$ cat config.mk
export PLATFORM = sky130hd
export DESIGN_NAME = ssr_top
export DESIGN_NICKNAME = d
export VERILOG_FILES = /design/src/ssr_pkg.sv /design/src/ssr_top.sv
export SDC_FILE = /design/constraint.sdc
export NUM_CORES = 1
export LEC_CHECK = 0
export ABC_AREA = 0
export BUFFER_PORTS_ARGS = -buffer_cell sky130_fd_sc_hd__buf_2
export CAP_MARGIN = 20
export CORE_ASPECT_RATIO = 1.75
export CORE_MARGIN = 10
export CORE_UTILIZATION = 40
export DETAILED_ROUTE_END_ITERATION = 10
export GPL_TIMING_DRIVEN = 0
export PLACE_DENSITY = 0.59
export SLEW_MARGIN = 30
export SYNTH_ARGS = -nofsm -noshare
export SYNTH_HDL_FRONTEND = slang
export SYNTH_SLANG_ARGS = --single-unit
$ cat constraint.sdc
create_clock -name clk_sys -period 4.6 [get_ports clk_sys]
set_clock_uncertainty 0.1 [all_clocks]
set_input_delay 0.92 -clock clk_sys [delete_from_list [all_inputs] [get_ports clk_sys]]
set_output_delay 0.92 -clock clk_sys [all_outputs]
set_load 0.02 [all_outputs]
$ cat src/ssr_pkg.sv
/*
 * Shared constants and types for the setup settle/repeat block.
 * Assumes an AXI4-Lite master with 32-bit data and a converter that
 * runs on the same clock as the register bus.
 */
package ssr_pkg;

	// ----------------------------------------------------------------
	// Register map (indices, byte address is four times the index)
	// ----------------------------------------------------------------
	localparam int         ADDR_W         = 10;        // Byte address width
	localparam logic [7:0] CTRL_IDX       = 8'h01;     // Sequencer control
	localparam logic [7:0] FILT_IDX_FIRST = 8'h21;     // Setup 0 filter config
	localparam logic [7:0] FILT_IDX_LAST  = 8'h28;     // Setup 7 filter config
	localparam logic [7:0] CHAN_IDX       = 8'h09;     // Channel enables/setups
	localparam logic [7:0] STAT_IDX       = 8'h0a;     // Sequencer status

	// ----------------------------------------------------------------
	// Fields and reset values
	// ----------------------------------------------------------------
	localparam logic [23:0] FILT_RST      = 24'h002030; // Filter config reset
	localparam logic [23:0] FILT_MASK     = 24'hfff7ff; // Bit 11 reserved
	localparam int          CTRL_RUN      = 0;          // Sequencer enable
	localparam int          CTRL_DUTY     = 1;          // Duty-cycled operation
	localparam int          CTRL_CAL      = 2;          // Any calibration mode
	localparam int          NUM_SETUP     = 8;          // Setups
	localparam int          NUM_CH        = 4;          // Sequenced channels
	localparam int          CHAN_FLD_W    = 4;          // Per-channel field width
	localparam int          CHAN_EN_BIT   = 3;          // Enable inside field
	localparam int          SETTLE_MCLK   = 32;         // Wait for code 000
	localparam logic [1:0]  RESP_OKAY     = 2'h0;       // AXI OKAY
	localparam logic [1:0]  RESP_SLVERR   = 2'h2;       // AXI SLVERR

	// ----------------------------------------------------------------
	// Types
	// ----------------------------------------------------------------
	typedef struct packed {
		logic [2:0]  front_end_wait_sel; // Settling code
		logic [4:0]  repeat_cnt;         // Extra conversions per channel
		logic [3:0]  filter_type;        // Digital filter select
		logic        rsvd;               // Reads zero
		logic [10:0] output_rate_sel;    // Output rate code
	} ssr_filt_t;

	typedef struct packed {
		logic              awvalid;
		logic [ADDR_W-1:0] awaddr;
		logic              wvalid;
		logic [31:0]       wdata;
		logic [3:0]        wstrb;
		logic              bready;
		logic              arvalid;
		logic [ADDR_W-1:0] araddr;
		logic              rready;
	} ssr_axil_req_t;

	typedef struct packed {
		logic        awready;
		logic        wready;
		logic        bvalid;
		logic [1:0]  bresp;
		logic        arready;
		logic        rvalid;
		logic [31:0] rdata;
		logic [1:0]  rresp;
	} ssr_axil_rsp_t;

	typedef enum logic [1:0] {SQ_IDLE, SQ_SETTLE, SQ_START, SQ_CONV} ssr_state_t;

endpackage : ssr_pkg

$ cat src/ssr_top.sv
/*
 * Per-setup filter configuration and channel sequencer timing.
 * Assumes conv_done comes from converter logic on clk_sys, and that
 * clk_sys is the master clock in which settling is counted.
 */
`timescale 1ns/1ps

// Function
// RULE1: Eight filter registers, 0x21-0x28, reset 0x002030
// RULE2: Channel uses setup its selection field names
// RULE3: Settle code gives 32 doubling to 4096
// RULE4: Hold off settling before starting conversion
// RULE5: Settle on every change to different channel
// RULE6: No settle between repeated same-channel conversions
// RULE7: Repeat field N converts N+1 times
// RULE8: Repeat zero means exactly one conversion
// RULE9: Repeat ignored in duty-cycle or calibration
// RULE10: Filter type field, reset 0x2, 0000 sinc4
// RULE11: Output rate field, reset 0x30, zero as one
// RULE12: Settle counter restarts, releases after full count
module ssr_top
	import ssr_pkg::*;
(
	// Clock and reset
	input  wire logic                  clk_sys,
	input  wire logic                  rstn,
	// Register bus
	input  wire ssr_pkg::ssr_axil_req_t axi_req,
	output ssr_pkg::ssr_axil_rsp_t      axi_rsp,
	// Converter handshake
	input  wire logic                  conv_done,
	output logic                       conv_start,
	output logic                       settling,
	// Active configuration
	output logic [1:0]                 conv_channel,
	output logic [2:0]                 conv_setup,
	output logic [3:0]                 conv_filter_type,
	output logic [10:0]                conv_rate
);
	import ssr_pkg::*;

	// ----------------------------------------------------------------
	// Functions
	// ----------------------------------------------------------------
	// Filter register index test, used by read and write decode
	function automatic logic is_filt(input logic [7:0] idx);
		return (idx >= FILT_IDX_FIRST) && (idx <= FILT_IDX_LAST);
	endfunction : is_filt

	// Byte-lane merge of a write into an old word
	function automatic logic [31:0] merge(input logic [31:0] old_w, input logic [31:0] new_w,
		input logic [3:0] strb);
		logic [31:0] res;
		res = old_w;
		for (int b = 0; b < 4; b++) begin
			if (strb[b]) begin
				res[b*8 +: 8] = new_w[b*8 +: 8];
			end
		end
		return res;
	endfunction : merge

	// Settling length minus one, for the down counter
	function automatic logic [11:0] settle_load(input logic [2:0] code);
		logic [12:0] len;
		len = 13'(SETTLE_MCLK) << code;
		return 12'(len - 13'h1);
	endfunction : settle_load

	// Next enabled channel after cur, wrapping; cur itself if alone
	function automatic logic [1:0] next_ch(input logic [1:0] cur, input logic [15:0] chan);
		logic [1:0] res;
		logic [1:0] c;
		logic       found;
		res = cur;
		found = 1'b0;
		for (int i = 1; i <= NUM_CH; i++) begin
			c = 2'(cur + 2'(i));
			if (!found && chan[c*CHAN_FLD_W + CHAN_EN_BIT]) begin
				res = c;
				found = 1'b1;
			end
		end
		return res;
	endfunction : next_ch

	// ----------------------------------------------------------------
	// Bus state
	// ----------------------------------------------------------------
	logic              aw_full, next_aw_full;    // Address held
	logic [7:0]        aw_idx, next_aw_idx;      // Held write index
	logic              w_full, next_w_full;      // Data held
	logic [31:0]       w_data, next_w_data;      // Held write data
	logic [3:0]        w_strb, next_w_strb;      // Held byte enables
	logic              bvalid, next_bvalid;      // Write answer pending
	logic [1:0]        bresp, next_bresp;        // Write answer code
	logic              rvalid, next_rvalid;      // Read answer pending
	logic [31:0]       rdata, next_rdata;        // Read answer data
	logic [1:0]        rresp, next_rresp;        // Read answer code
	logic              reg_wr;                   // Write commits this cycle
	logic [7:0]        ar_idx;                   // Read index

	// ----------------------------------------------------------------
	// Register and sequencer state
	// ----------------------------------------------------------------
	ssr_filt_t         filt [NUM_SETUP];         // Setup filter configs
	ssr_filt_t         next_filt [NUM_SETUP];
	logic [2:0]        ctrl, next_ctrl;          // Run, duty, calibration
	logic [15:0]       chan, next_chan;          // Channel enable and setup
	ssr_state_t        state, next_state;        // Sequencer state
	logic [11:0]       cnt, next_cnt;            // Settling down counter
	logic [4:0]        rep, next_rep;            // Conversions done minus one
	logic [1:0]        ch, next_ch_q;            // Current channel
	logic [2:0]        setup, next_setup;        // Latched setup of channel
	ssr_filt_t         cur;                      // Config of current setup
	logic [4:0]        rep_lim;                  // Effective repeat limit
	logic [1:0]        nc;                       // Candidate next channel
	logic [3:0]        next_type;                // Output filter type
	logic [10:0]       next_rate;                // Output rate

	// Ready outputs are combinational, valid and data from flip-flops
	assign axi_rsp.awready = !aw_full;
	assign axi_rsp.wready  = !w_full;
	assign axi_rsp.arready = !rvalid;
	assign axi_rsp.bvalid  = bvalid;
	assign axi_rsp.bresp   = bresp;
	assign axi_rsp.rvalid  = rvalid;
	assign axi_rsp.rdata   = rdata;
	assign axi_rsp.rresp   = rresp;
	assign reg_wr          = aw_full && w_full && !bvalid;
	assign ar_idx          = axi_req.araddr[ADDR_W-1:2];
	assign conv_start      = (state == SQ_START);
	assign settling        = (state == SQ_SETTLE);
	assign conv_channel    = ch;
	assign conv_setup      = setup;

	// ----------------------------------------------------------------
	// Bus channel next-state
	// ----------------------------------------------------------------
	// Address and data are held separately so either may come first
	always_comb begin
		next_aw_full = aw_full;
		next_aw_idx  = aw_idx;
		next_w_full  = w_full;
		next_w_data  = w_data;
		next_w_strb  = w_strb;
		next_bvalid  = bvalid;
		next_bresp   = bresp;
		next_rvalid  = rvalid;
		next_rdata   = rdata;
		next_rresp   = rresp;
		// Capture write address
		if (axi_req.awvalid && !aw_full) begin
			next_aw_full = 1'b1;
			next_aw_idx  = axi_req.awaddr[ADDR_W-1:2];
		end
		// Capture write data
		if (axi_req.wvalid && !w_full) begin
			next_w_full = 1'b1;
			next_w_data = axi_req.wdata;
			next_w_strb = axi_req.wstrb;
		end
		// Commit and answer; holds free only once answer is taken
		if (reg_wr) begin
			next_bvalid = 1'b1;
			next_bresp  = (is_filt(aw_idx) || aw_idx == CTRL_IDX || aw_idx == CHAN_IDX)
				? RESP_OKAY : RESP_SLVERR;
		end else if (bvalid && axi_req.bready) begin
			next_bvalid  = 1'b0;
			next_aw_full = 1'b0;
			next_w_full  = 1'b0;
		end
		// Read answer; unmapped reads give zero and an error code
		if (axi_req.arvalid && !rvalid) begin
			next_rvalid = 1'b1;
			next_rresp  = RESP_OKAY;
			if (is_filt(ar_idx)) begin
				next_rdata = {8'h00, filt[3'(ar_idx - FILT_IDX_FIRST)]}; // RULE1
			end else if (ar_idx == CTRL_IDX) begin
				next_rdata = {29'h0, ctrl};
			end else if (ar_idx == CHAN_IDX) begin
				next_rdata = {16'h0, chan};
			end else if (ar_idx == STAT_IDX) begin
				next_rdata = {23'h0, rep, ch, state};
			end else begin
				next_rdata = 32'h0;
				next_rresp = RESP_SLVERR;
			end
		end else if (rvalid && axi_req.rready) begin
			next_rvalid = 1'b0;
		end
	end

	// Bus channel registers
	always_ff @(posedge clk_sys or negedge rstn) begin
		if (!rstn) begin
			aw_full <= 1'b0;
			aw_idx  <= 8'h00;
			w_full  <= 1'b0;
			w_data  <= 32'h0;
			w_strb  <= 4'h0;
			bvalid  <= 1'b0;
			bresp   <= RESP_OKAY;
			rvalid  <= 1'b0;
			rdata   <= 32'h0;
			rresp   <= RESP_OKAY;
		end else begin
			aw_full <= next_aw_full;
			aw_idx  <= next_aw_idx;
			w_full  <= next_w_full;
			w_data  <= next_w_data;
			w_strb  <= next_w_strb;
			bvalid  <= next_bvalid;
			bresp   <= next_bresp;
			rvalid  <= next_rvalid;
			rdata   <= next_rdata;
			rresp   <= next_rresp;
		end
	end

	// ----------------------------------------------------------------
	// Register file next-state
	// ----------------------------------------------------------------
	always_comb begin
		next_ctrl = ctrl;
		next_chan = chan;
		for (int s = 0; s < NUM_SETUP; s++) begin
			next_filt[s] = filt[s];
		end
		if (reg_wr && is_filt(aw_idx)) begin
			// Reserved bit is masked so it always reads zero
			next_filt[3'(aw_idx - FILT_IDX_FIRST)] =
				24'(merge({8'h00, filt[3'(aw_idx - FILT_IDX_FIRST)]}, w_data, w_strb)
				& {8'h00, FILT_MASK}); // RULE1
		end else if (reg_wr && aw_idx == CTRL_IDX) begin
			next_ctrl = 3'(merge({29'h0, ctrl}, w_data, w_strb));
		end else if (reg_wr && aw_idx == CHAN_IDX) begin
			next_chan = 16'(merge({16'h0, chan}, w_data, w_strb));
		end
	end

	// Register file flip-flops
	always_ff @(posedge clk_sys or negedge rstn) begin
		if (!rstn) begin
			ctrl <= 3'h0;
			chan <= 16'h0;
			for (int s = 0; s < NUM_SETUP; s++) begin
				filt[s] <= FILT_RST; // RULE1 RULE3 RULE7 RULE10 RULE11
			end
		end else begin
			ctrl <= next_ctrl;
			chan <= next_chan;
			for (int s = 0; s < NUM_SETUP; s++) begin
				filt[s] <= next_filt[s];
			end
		end
	end

	// ----------------------------------------------------------------
	// Sequencer next-state
	// ----------------------------------------------------------------
	assign cur     = filt[setup];
	// Duty cycling and calibration force one conversion per channel
	assign rep_lim = (ctrl[CTRL_DUTY] || ctrl[CTRL_CAL]) ? 5'h0 : cur.repeat_cnt; // RULE9
	assign nc      = next_ch(ch, chan);

	always_comb begin
		next_state = state;
		next_cnt   = cnt;
		next_rep   = rep;
		next_ch_q  = ch;
		next_setup = setup;
		// Configuration follows the setup named by the channel field
		next_type  = cur.filter_type; // RULE10
		next_rate  = (cur.output_rate_sel == 11'h0) ? 11'h1 : cur.output_rate_sel; // RULE11
		case (state)
			SQ_IDLE: begin
				// Starting counts as a channel change, so settle first
				if (ctrl[CTRL_RUN] && nc != ch || ctrl[CTRL_RUN] && chan[ch*CHAN_FLD_W + CHAN_EN_BIT]) begin
					next_ch_q  = chan[ch*CHAN_FLD_W + CHAN_EN_BIT] ? ch : nc;
					next_setup = chan[next_ch_q*CHAN_FLD_W +: 3]; // RULE2
					next_cnt   = settle_load(filt[next_setup].front_end_wait_sel); // RULE3 RULE12
					next_rep   = 5'h0;
					next_state = SQ_SETTLE;
				end
			end
			SQ_SETTLE: begin
				// Conversion start is held off until the count expires
				if (!ctrl[CTRL_RUN]) begin
					next_state = SQ_IDLE;
				end else if (cnt == 12'h0) begin
					next_state = SQ_START; // RULE4 RULE12
				end else begin
					next_cnt = cnt - 12'h1;
				end
			end
			SQ_START: begin
				next_state = SQ_CONV;
			end
			SQ_CONV: begin
				if (conv_done) begin
					if (rep < rep_lim) begin
						// Repeats go straight back to start with no wait
						next_rep   = rep + 5'h1; // RULE6 RULE7
						next_state = SQ_START;
					end else if (!ctrl[CTRL_RUN]) begin
						// Stopping leaves no repeat count behind
						next_rep   = 5'h0; // RULE7
						next_state = SQ_IDLE;
					end else if (nc != ch) begin
						// New channel: restart the settle count
						next_ch_q  = nc;
						next_setup = chan[nc*CHAN_FLD_W +: 3]; // RULE2
						next_cnt   = settle_load(filt[next_setup].front_end_wait_sel); // RULE5
						next_rep   = 5'h0;
						next_state = SQ_SETTLE;
					end else begin
						// No other channel enabled: no channel change
						next_rep   = 5'h0; // RULE8
						next_state = SQ_START;
					end
				end
			end
			default: begin
				next_state = SQ_IDLE;
			end
		endcase
		// Repeat count is not in use while duty cycling or calibrating,
		// so a count left from before the mode change is dropped at once
		if (ctrl[CTRL_DUTY] || ctrl[CTRL_CAL]) begin
			next_rep = 5'h0; // RULE9
		end
	end

	// Sequencer flip-flops
	always_ff @(posedge clk_sys or negedge rstn) begin
		if (!rstn) begin
			state            <= SQ_IDLE;
			cnt              <= 12'h0;
			rep              <= 5'h0;
			ch               <= 2'h0;
			setup            <= 3'h0;
			conv_filter_type <= 4'h0;
			conv_rate        <= 11'h0;
		end else begin
			state            <= next_state;
			cnt              <= next_cnt;
			rep              <= next_rep;
			ch               <= next_ch_q;
			setup            <= next_setup;
			conv_filter_type <= next_type;
			conv_rate        <= next_rate;
		end
	end

	// ----------------------------------------------------------------
	// Assertions
	// ----------------------------------------------------------------
	// Helper: cycles spent in the current settle period
	logic [12:0] settle_len;
	logic [12:0] settle_exp;
	always_ff @(posedge clk_sys or negedge rstn) begin
		if (!rstn) begin
			settle_len <= 13'h0;
		end else begin
			settle_len <= settling ? settle_len + 13'h1 : 13'h0;
		end
	end
	assign settle_exp = 13'(SETTLE_MCLK) << filt[setup].front_end_wait_sel;

	property p_filt_read;
		@(posedge clk_sys) disable iff (!rstn)
		axi_req.arvalid && !rvalid && is_filt(ar_idx) |=> rresp == RESP_OKAY && rdata[31:24] == 8'h00;
	endproperty
	a_filt_read: assert property (p_filt_read) else $error("filter read bad"); // RULE1

	property p_setup_sel;
		@(posedge clk_sys) disable iff (!rstn)
		$rose(settling) && $stable(chan) |-> setup == chan[ch*CHAN_FLD_W +: 3];
	endproperty
	a_setup_sel: assert property (p_setup_sel) else $error("wrong setup chosen"); // RULE2

	property p_settle_len;
		@(posedge clk_sys) disable iff (!rstn)
		settling && !$past(reg_wr) ##1 conv_start |-> $past(settle_len) + 13'h1 == settle_exp;
	endproperty
	a_settle_len: assert property (p_settle_len) else $error("settle length wrong"); // RULE3 RULE12

	property p_start_src;
		@(posedge clk_sys) disable iff (!rstn)
		conv_start |-> $past(state) == SQ_SETTLE || $past(state) == SQ_CONV;
	endproperty
	a_start_src: assert property (p_start_src) else $error("start without settle"); // RULE4

	property p_change_settles;
		@(posedge clk_sys) disable iff (!rstn)
		state == SQ_CONV ##1 state != SQ_CONV && ch != $past(ch) |-> settling;
	endproperty
	a_change_settles: assert property (p_change_settles) else $error("no settle"); // RULE5

	property p_repeat_direct;
		@(posedge clk_sys) disable iff (!rstn)
		state == SQ_CONV && conv_done && rep < rep_lim |=> conv_start && $stable(ch);
	endproperty
	a_repeat_direct: assert property (p_repeat_direct) else $error("repeat waited"); // RULE6

	property p_repeat_end;
		@(posedge clk_sys) disable iff (!rstn)
		state == SQ_CONV && conv_done && rep == rep_lim |=> rep == 5'h0;
	endproperty
	a_repeat_end: assert property (p_repeat_end) else $error("repeat overran"); // RULE7 RULE8

	property p_duty_norep;
		@(posedge clk_sys) disable iff (!rstn)
		(ctrl[CTRL_DUTY] || ctrl[CTRL_CAL]) && !$past(reg_wr) |-> rep == 5'h0;
	endproperty
	a_duty_norep: assert property (p_duty_norep) else $error("repeat in duty"); // RULE9

	property p_type_out;
		@(posedge clk_sys) disable iff (!rstn)
		conv_start && !$past(reg_wr) |-> conv_filter_type == filt[setup].filter_type
			&& conv_rate != 11'h0;
	endproperty
	a_type_out: assert property (p_type_out) else $error("config out wrong"); // RULE10 RULE11

	c_settle_done: cover property (@(posedge clk_sys) disable iff (!rstn) settling ##1 conv_start);
	c_repeat: cover property (@(posedge clk_sys) disable iff (!rstn) rep == 5'h2);
	c_chan_change: cover property (@(posedge clk_sys) disable iff (!rstn)
		state == SQ_CONV ##1 settling);

endmodule : ssr_top

==> results.md <==
- The flow ran to the end, and the final reports show no timing, DRC or antenna violations.
- Data on the critical path is required at its endpoint by 4.96 ns.
- The number of antenna violations at the first check in global routing is 0.
- Leaving out fill and tap cells, the most frequent cell in the layout is dfrtp_1.
- Net switching is between 40% and 50% of the power.
- The starting density of the core is about two fifths.
- The total placed instance area is ~19000 sq um.
- Power comes to approximately 12 mW.
- The worst-case headroom to the max-slew limit is 32.48%.
- The first-pass iteration count of the detailed router is 6.
- Setup repair after global routing left no endpoint under its margin.
- Across all hold checks on the routed design, the worst slack comes to 0.1017 ns.
- The number of violations of the max-capacitance limit is 0.
- For this design the static power due to leakage is 8.891 nW.
- The top cell types in the final layout, fill and taps aside, are 283 x dfrtp_1, 280 x mux2_2, 160 x nand2_1, 119 x buf_2, 100 x mux4_2.
- After clock tree synthesis, the flow added hold-fix buffers numbering 0.
- Counting both buffers and inverters, the worst setup path holds a total of 6.
- The final worst-path setup slack is between 0.07 and 0.08 ns.
- The number of clock buffers added by TritonCTS is 31.
- The number of sinks driven by the clock tree is a little over 300.
- Broken down by cell family, the worst path's largest delay share belongs to buffers and inverters.
- Of all nets on the critical path, the largest fanout is 11.
- The final count of hold timing violations is 0.
- For this run, asynchronously set or reset flops after synthesis account for 100.0%.
- The clock tree from TritonCTS is done.
- The clock slew seen by the registers of the worst setup and hold paths is around 0.06 ns.
- The core region is roughly 44000 sq um.
- The largest individual stage delay along the critical path comes from the cell buf_2.
- In the final design database the tool counted between 1.5k and 2k nets.
- The number of standard cells after synthesis is between 1k and 1.5k.
- For this run, the leading register cell type out of synthesis is dfrtp_1.
- The power density over the cells is between 500 and 600 nW/um^2.
- STA puts the critical path data arrival time at between 4 and 5 ns.
- Entering global routing, the biggest net connects 76 pins.
- The post-synthesis average cell area is approximately 12 sq um.
- The leftover overflow at the end of global routing is 0.
- Dividing the detail-routed wire length by the instance count gives 28.22 um.
- STA classifies the critical path endpoint as a flip-flop.
- The share of power burned in registers is between 30% and 40%.
- The sequential cell area is between 7000 and 8000 sq um.
- The shortest period the worst path allows is approximately 4.5 ns.
- Once layout is done, the placed cells without fillers occupy 20390 sq um.
- In the final layout, the multi-input gates occupy 9573 sq um.
- The post-detailed-placement half-perimeter wirelength is around 46000 um.
- The count of nets left with antenna violations once routing finished came out at 0.
- The quantity of I/O buffers inserted on ports is between 100 and 150.
- The internal power contribution is 6.684 mW.
- In this run the clock root is driven by a clkbuf_16.
- The wire length reported by the detailed router is around 63000 um.
- The count of state elements after synthesis is ~310.
- From bottom edge to top edge, the die measures between 200 and 300 um.
- The post-synthesis cell type count is between 80 and 90.
- The number of rows in the core area is 102.
- The net switching power figure is roughly 5.4 mW.
- The clock network accounts for a little over a fifth of the total power.
- The clock passes through at most 3 buffers.
- The combinational group share of total power is between 40% and 50%.
- The worst slack after detailed placement is -1.946 ns.
- The final critical path takes up 98.28% of the cycle.
- The transition time of the tightest slew-check pin is roughly 1 ns.
- STA classifies the critical path startpoint as a flip-flop.
- The layout overhead on the synthesized area is 14.48%.
- The via count is about 14k.
- The largest single stage delay on the critical path is about 0.44 ns.
- The source-to-sink clock delay at the later pin of the worst-skew pair is around 0.61 ns.
- The number of top-level pins is approximately 130.
- The die extent in x is roughly 180 um.
- In the routed layout, each cell is associated on average with a via count of around 6.3.
- Summing the sequential cell areas from Yosys gives 43.31% of the chip area.
- In this run the worst hold path is classified as primary input to async pin.
- The achievable frequency is 221.2 MHz.
- Global routing used 22.67% of the available tracks across all layers.
- The via count of the first global-routing pass was ~14k.
- The mapped netlist covers approximately 18000 sq um.
- The total of fill cells in the finished design is about 4.2k.
- The count of flip-flops with a built-in enable after synthesis is 0.
- The total number of H-tree levels is 1.
- Across the VDD grid, the largest voltage drop is between 0.3 and 0.4 mV.
- The congestion estimate from routability-driven global placement came to 0.9615.
- The Yosys step of the flow raised 0 warnings.
- The number of DRC violations after detailed-routing iteration 0 is 1329.
- The critical path class is flip-flop to flip-flop.
- The die covers ~54000 sq um.
- The total count of max-transition violations in the final report is 0.
- The signal on the critical path passes through clkbuf_4, inv_1, buf_2, buf_4, ha_1, xor2_4, clkbuf_4, nand4_1, nor2_2, buf_2, mux2_2.
- The global-route wire length before repair is approximately 94000 um.
- The number of remaining DRC errors is 0.
- The number of antenna diodes in the final layout is 0.
- Setup violations remaining at the end of the flow were counted as 0.
- The share of final-layout standard cells stronger than drive strength 1 is between 40% and 50%.
==> worst reg2reg max path, stage by stage, from the launching register on <==
cell      delay, ns
dfrtp_1        0.38
clkbuf_4       0.27
inv_1          0.32
buf_2          0.37
buf_4          0.32
ha_1           0.34
xor2_4         0.37
clkbuf_4       0.39
nand4_1        0.32
nor2_2         0.39
buf_2          0.44
mux2_2         0.38
==> logic make-up (layout without fill, tap and decap cells) <==
group / Yosys count / count (layout) / share of synthesized area [%]
and+or+nand+nor: 309 / 309 / 7.848
buffers and inverters: 137 / 300 / 3.597
AOI/OAI and AO/OA: 278 / 278 / 10.45
other: 1 / 10 / 0.02106
DFF: 307 / 307 / 43.31
muxes: 435 / 435 / 33.66
adders and majority gates: 13 / 13 / 0.9134
xor gates and xnor gates: 4 / 4 / 0.1968
==> repair_timing <==
item	4_1_cts	5_1_grt
endpoints found under the setup margin	226	182
buffers inserted	0	2
pin swaps	0	1
endpoints found under the hold margin	0	0
resized for setup	57	33
==> Yosys cell counts (all sizes together) (8+ instances only) <==
| cell type | instances | area [sq um] |
|---|---|---|
| mux2 | 282 | 3176 |
| a31oi | 35 | 219.0 |
| nor3 | 17 | 96.35 |
| nand2 | 162 | 618.1 |
| mux4 | 102 | 2305 |
| o21ai | 79 | 406.6 |
| a22oi | 15 | 112.6 |
| dfrtp | 283 | 7082 |
| clkbuf | 72 | 270.3 |
| ha | 13 | 162.7 |
| and3 | 13 | 81.33 |
| nand2b | 8 | 50.05 |
| buf | 45 | 295.3 |
| mux2i | 51 | 514.2 |
| a21oi | 64 | 335.3 |
| dfstp | 24 | 630.6 |
| nor2b | 11 | 68.82 |
| o221ai | 11 | 108.9 |
| nand3 | 17 | 85.08 |
| nor2 | 51 | 196.4 |
| inv | 20 | 75.07 |
==> metrics by stage <==
step	cells	setup TNS, ns	utilization [%]
3_5_place_dp	2172	-323.05	43.50
4_1_cts	2226	0	46.02
6_report	2228	0	46.17
3_3_place_gp	2167	-1326.24	43.18
5_1_grt	2228	0	46.17
2_1_floorplan	1493	0	-
==> metal layers <==
| layer | global-route usage, % | wire length, um | up-vias |
|---|---|---|---|
| met5 | 0 | 0 | - |
| met1 | 24.38 | 22020 | 7153 |
| li1 | - | - | 5880 |
| met4 | 15.76 | 4808 | 0 |
| met3 | 3.969 | 4100 | 235 |
| met2 | 39.76 | 31960 | 665 |
==> registers in the layout, indices dropped and copies added, names as in the netlist, 2 cells and up <==
register / flops
filt: 184
rdata: 24
w_data: 24
chan: 16
cnt: 12
conv_rate: 11
aw_idx: 8
rep: 5
conv_filter_type: 4
conv_setup: 3
ctrl: 3
w_strb: 3
conv_channel: 2
state: 2
==> power groups by stage <==
stage | Combinational [mW] | Sequential (mW) | Clock (mW)
after floorplan | 3.36 | 3.80 | 0
after global placement | 5.18 | 4.01 | 0
after detailed placement | 5.27 | 4.04 | 0
after CTS | 5.36 | 4.00 | 2.57
after global routing | 5.79 | 4.09 | 2.68
final | 5.54 | 4.02 | 2.53
==> layout make-up <==
cell class	instances	area share [%]
Multi-Input combinational cell	1049	46.96
Sequential cell	307	37.83
Clock buffer	43	4.517
Tap cell	572	3.510
Timing Repair Buffer	109	3.204
Buffer	114	3.197
Clock inverter	14	0.4173
Inverter	20	0.3682
==> worst paths after layout <==
path,from,to,slack (ns),depth (start not counted)
min in group clk_sys,rdata[17],rdata[17],0.37,2
hold / removal,rstn,w_data[18],0.10,1
setup / recovery,aw_idx[0],filt[38],0.08,11
max in group asynchronous,rstn,filt[124],2.83,4
hold reg to reg,rdata[17],rdata[17],0.37,2
setup reg to reg,aw_idx[0],filt[38],0.08,11
(Power assumes the default switching activity.)
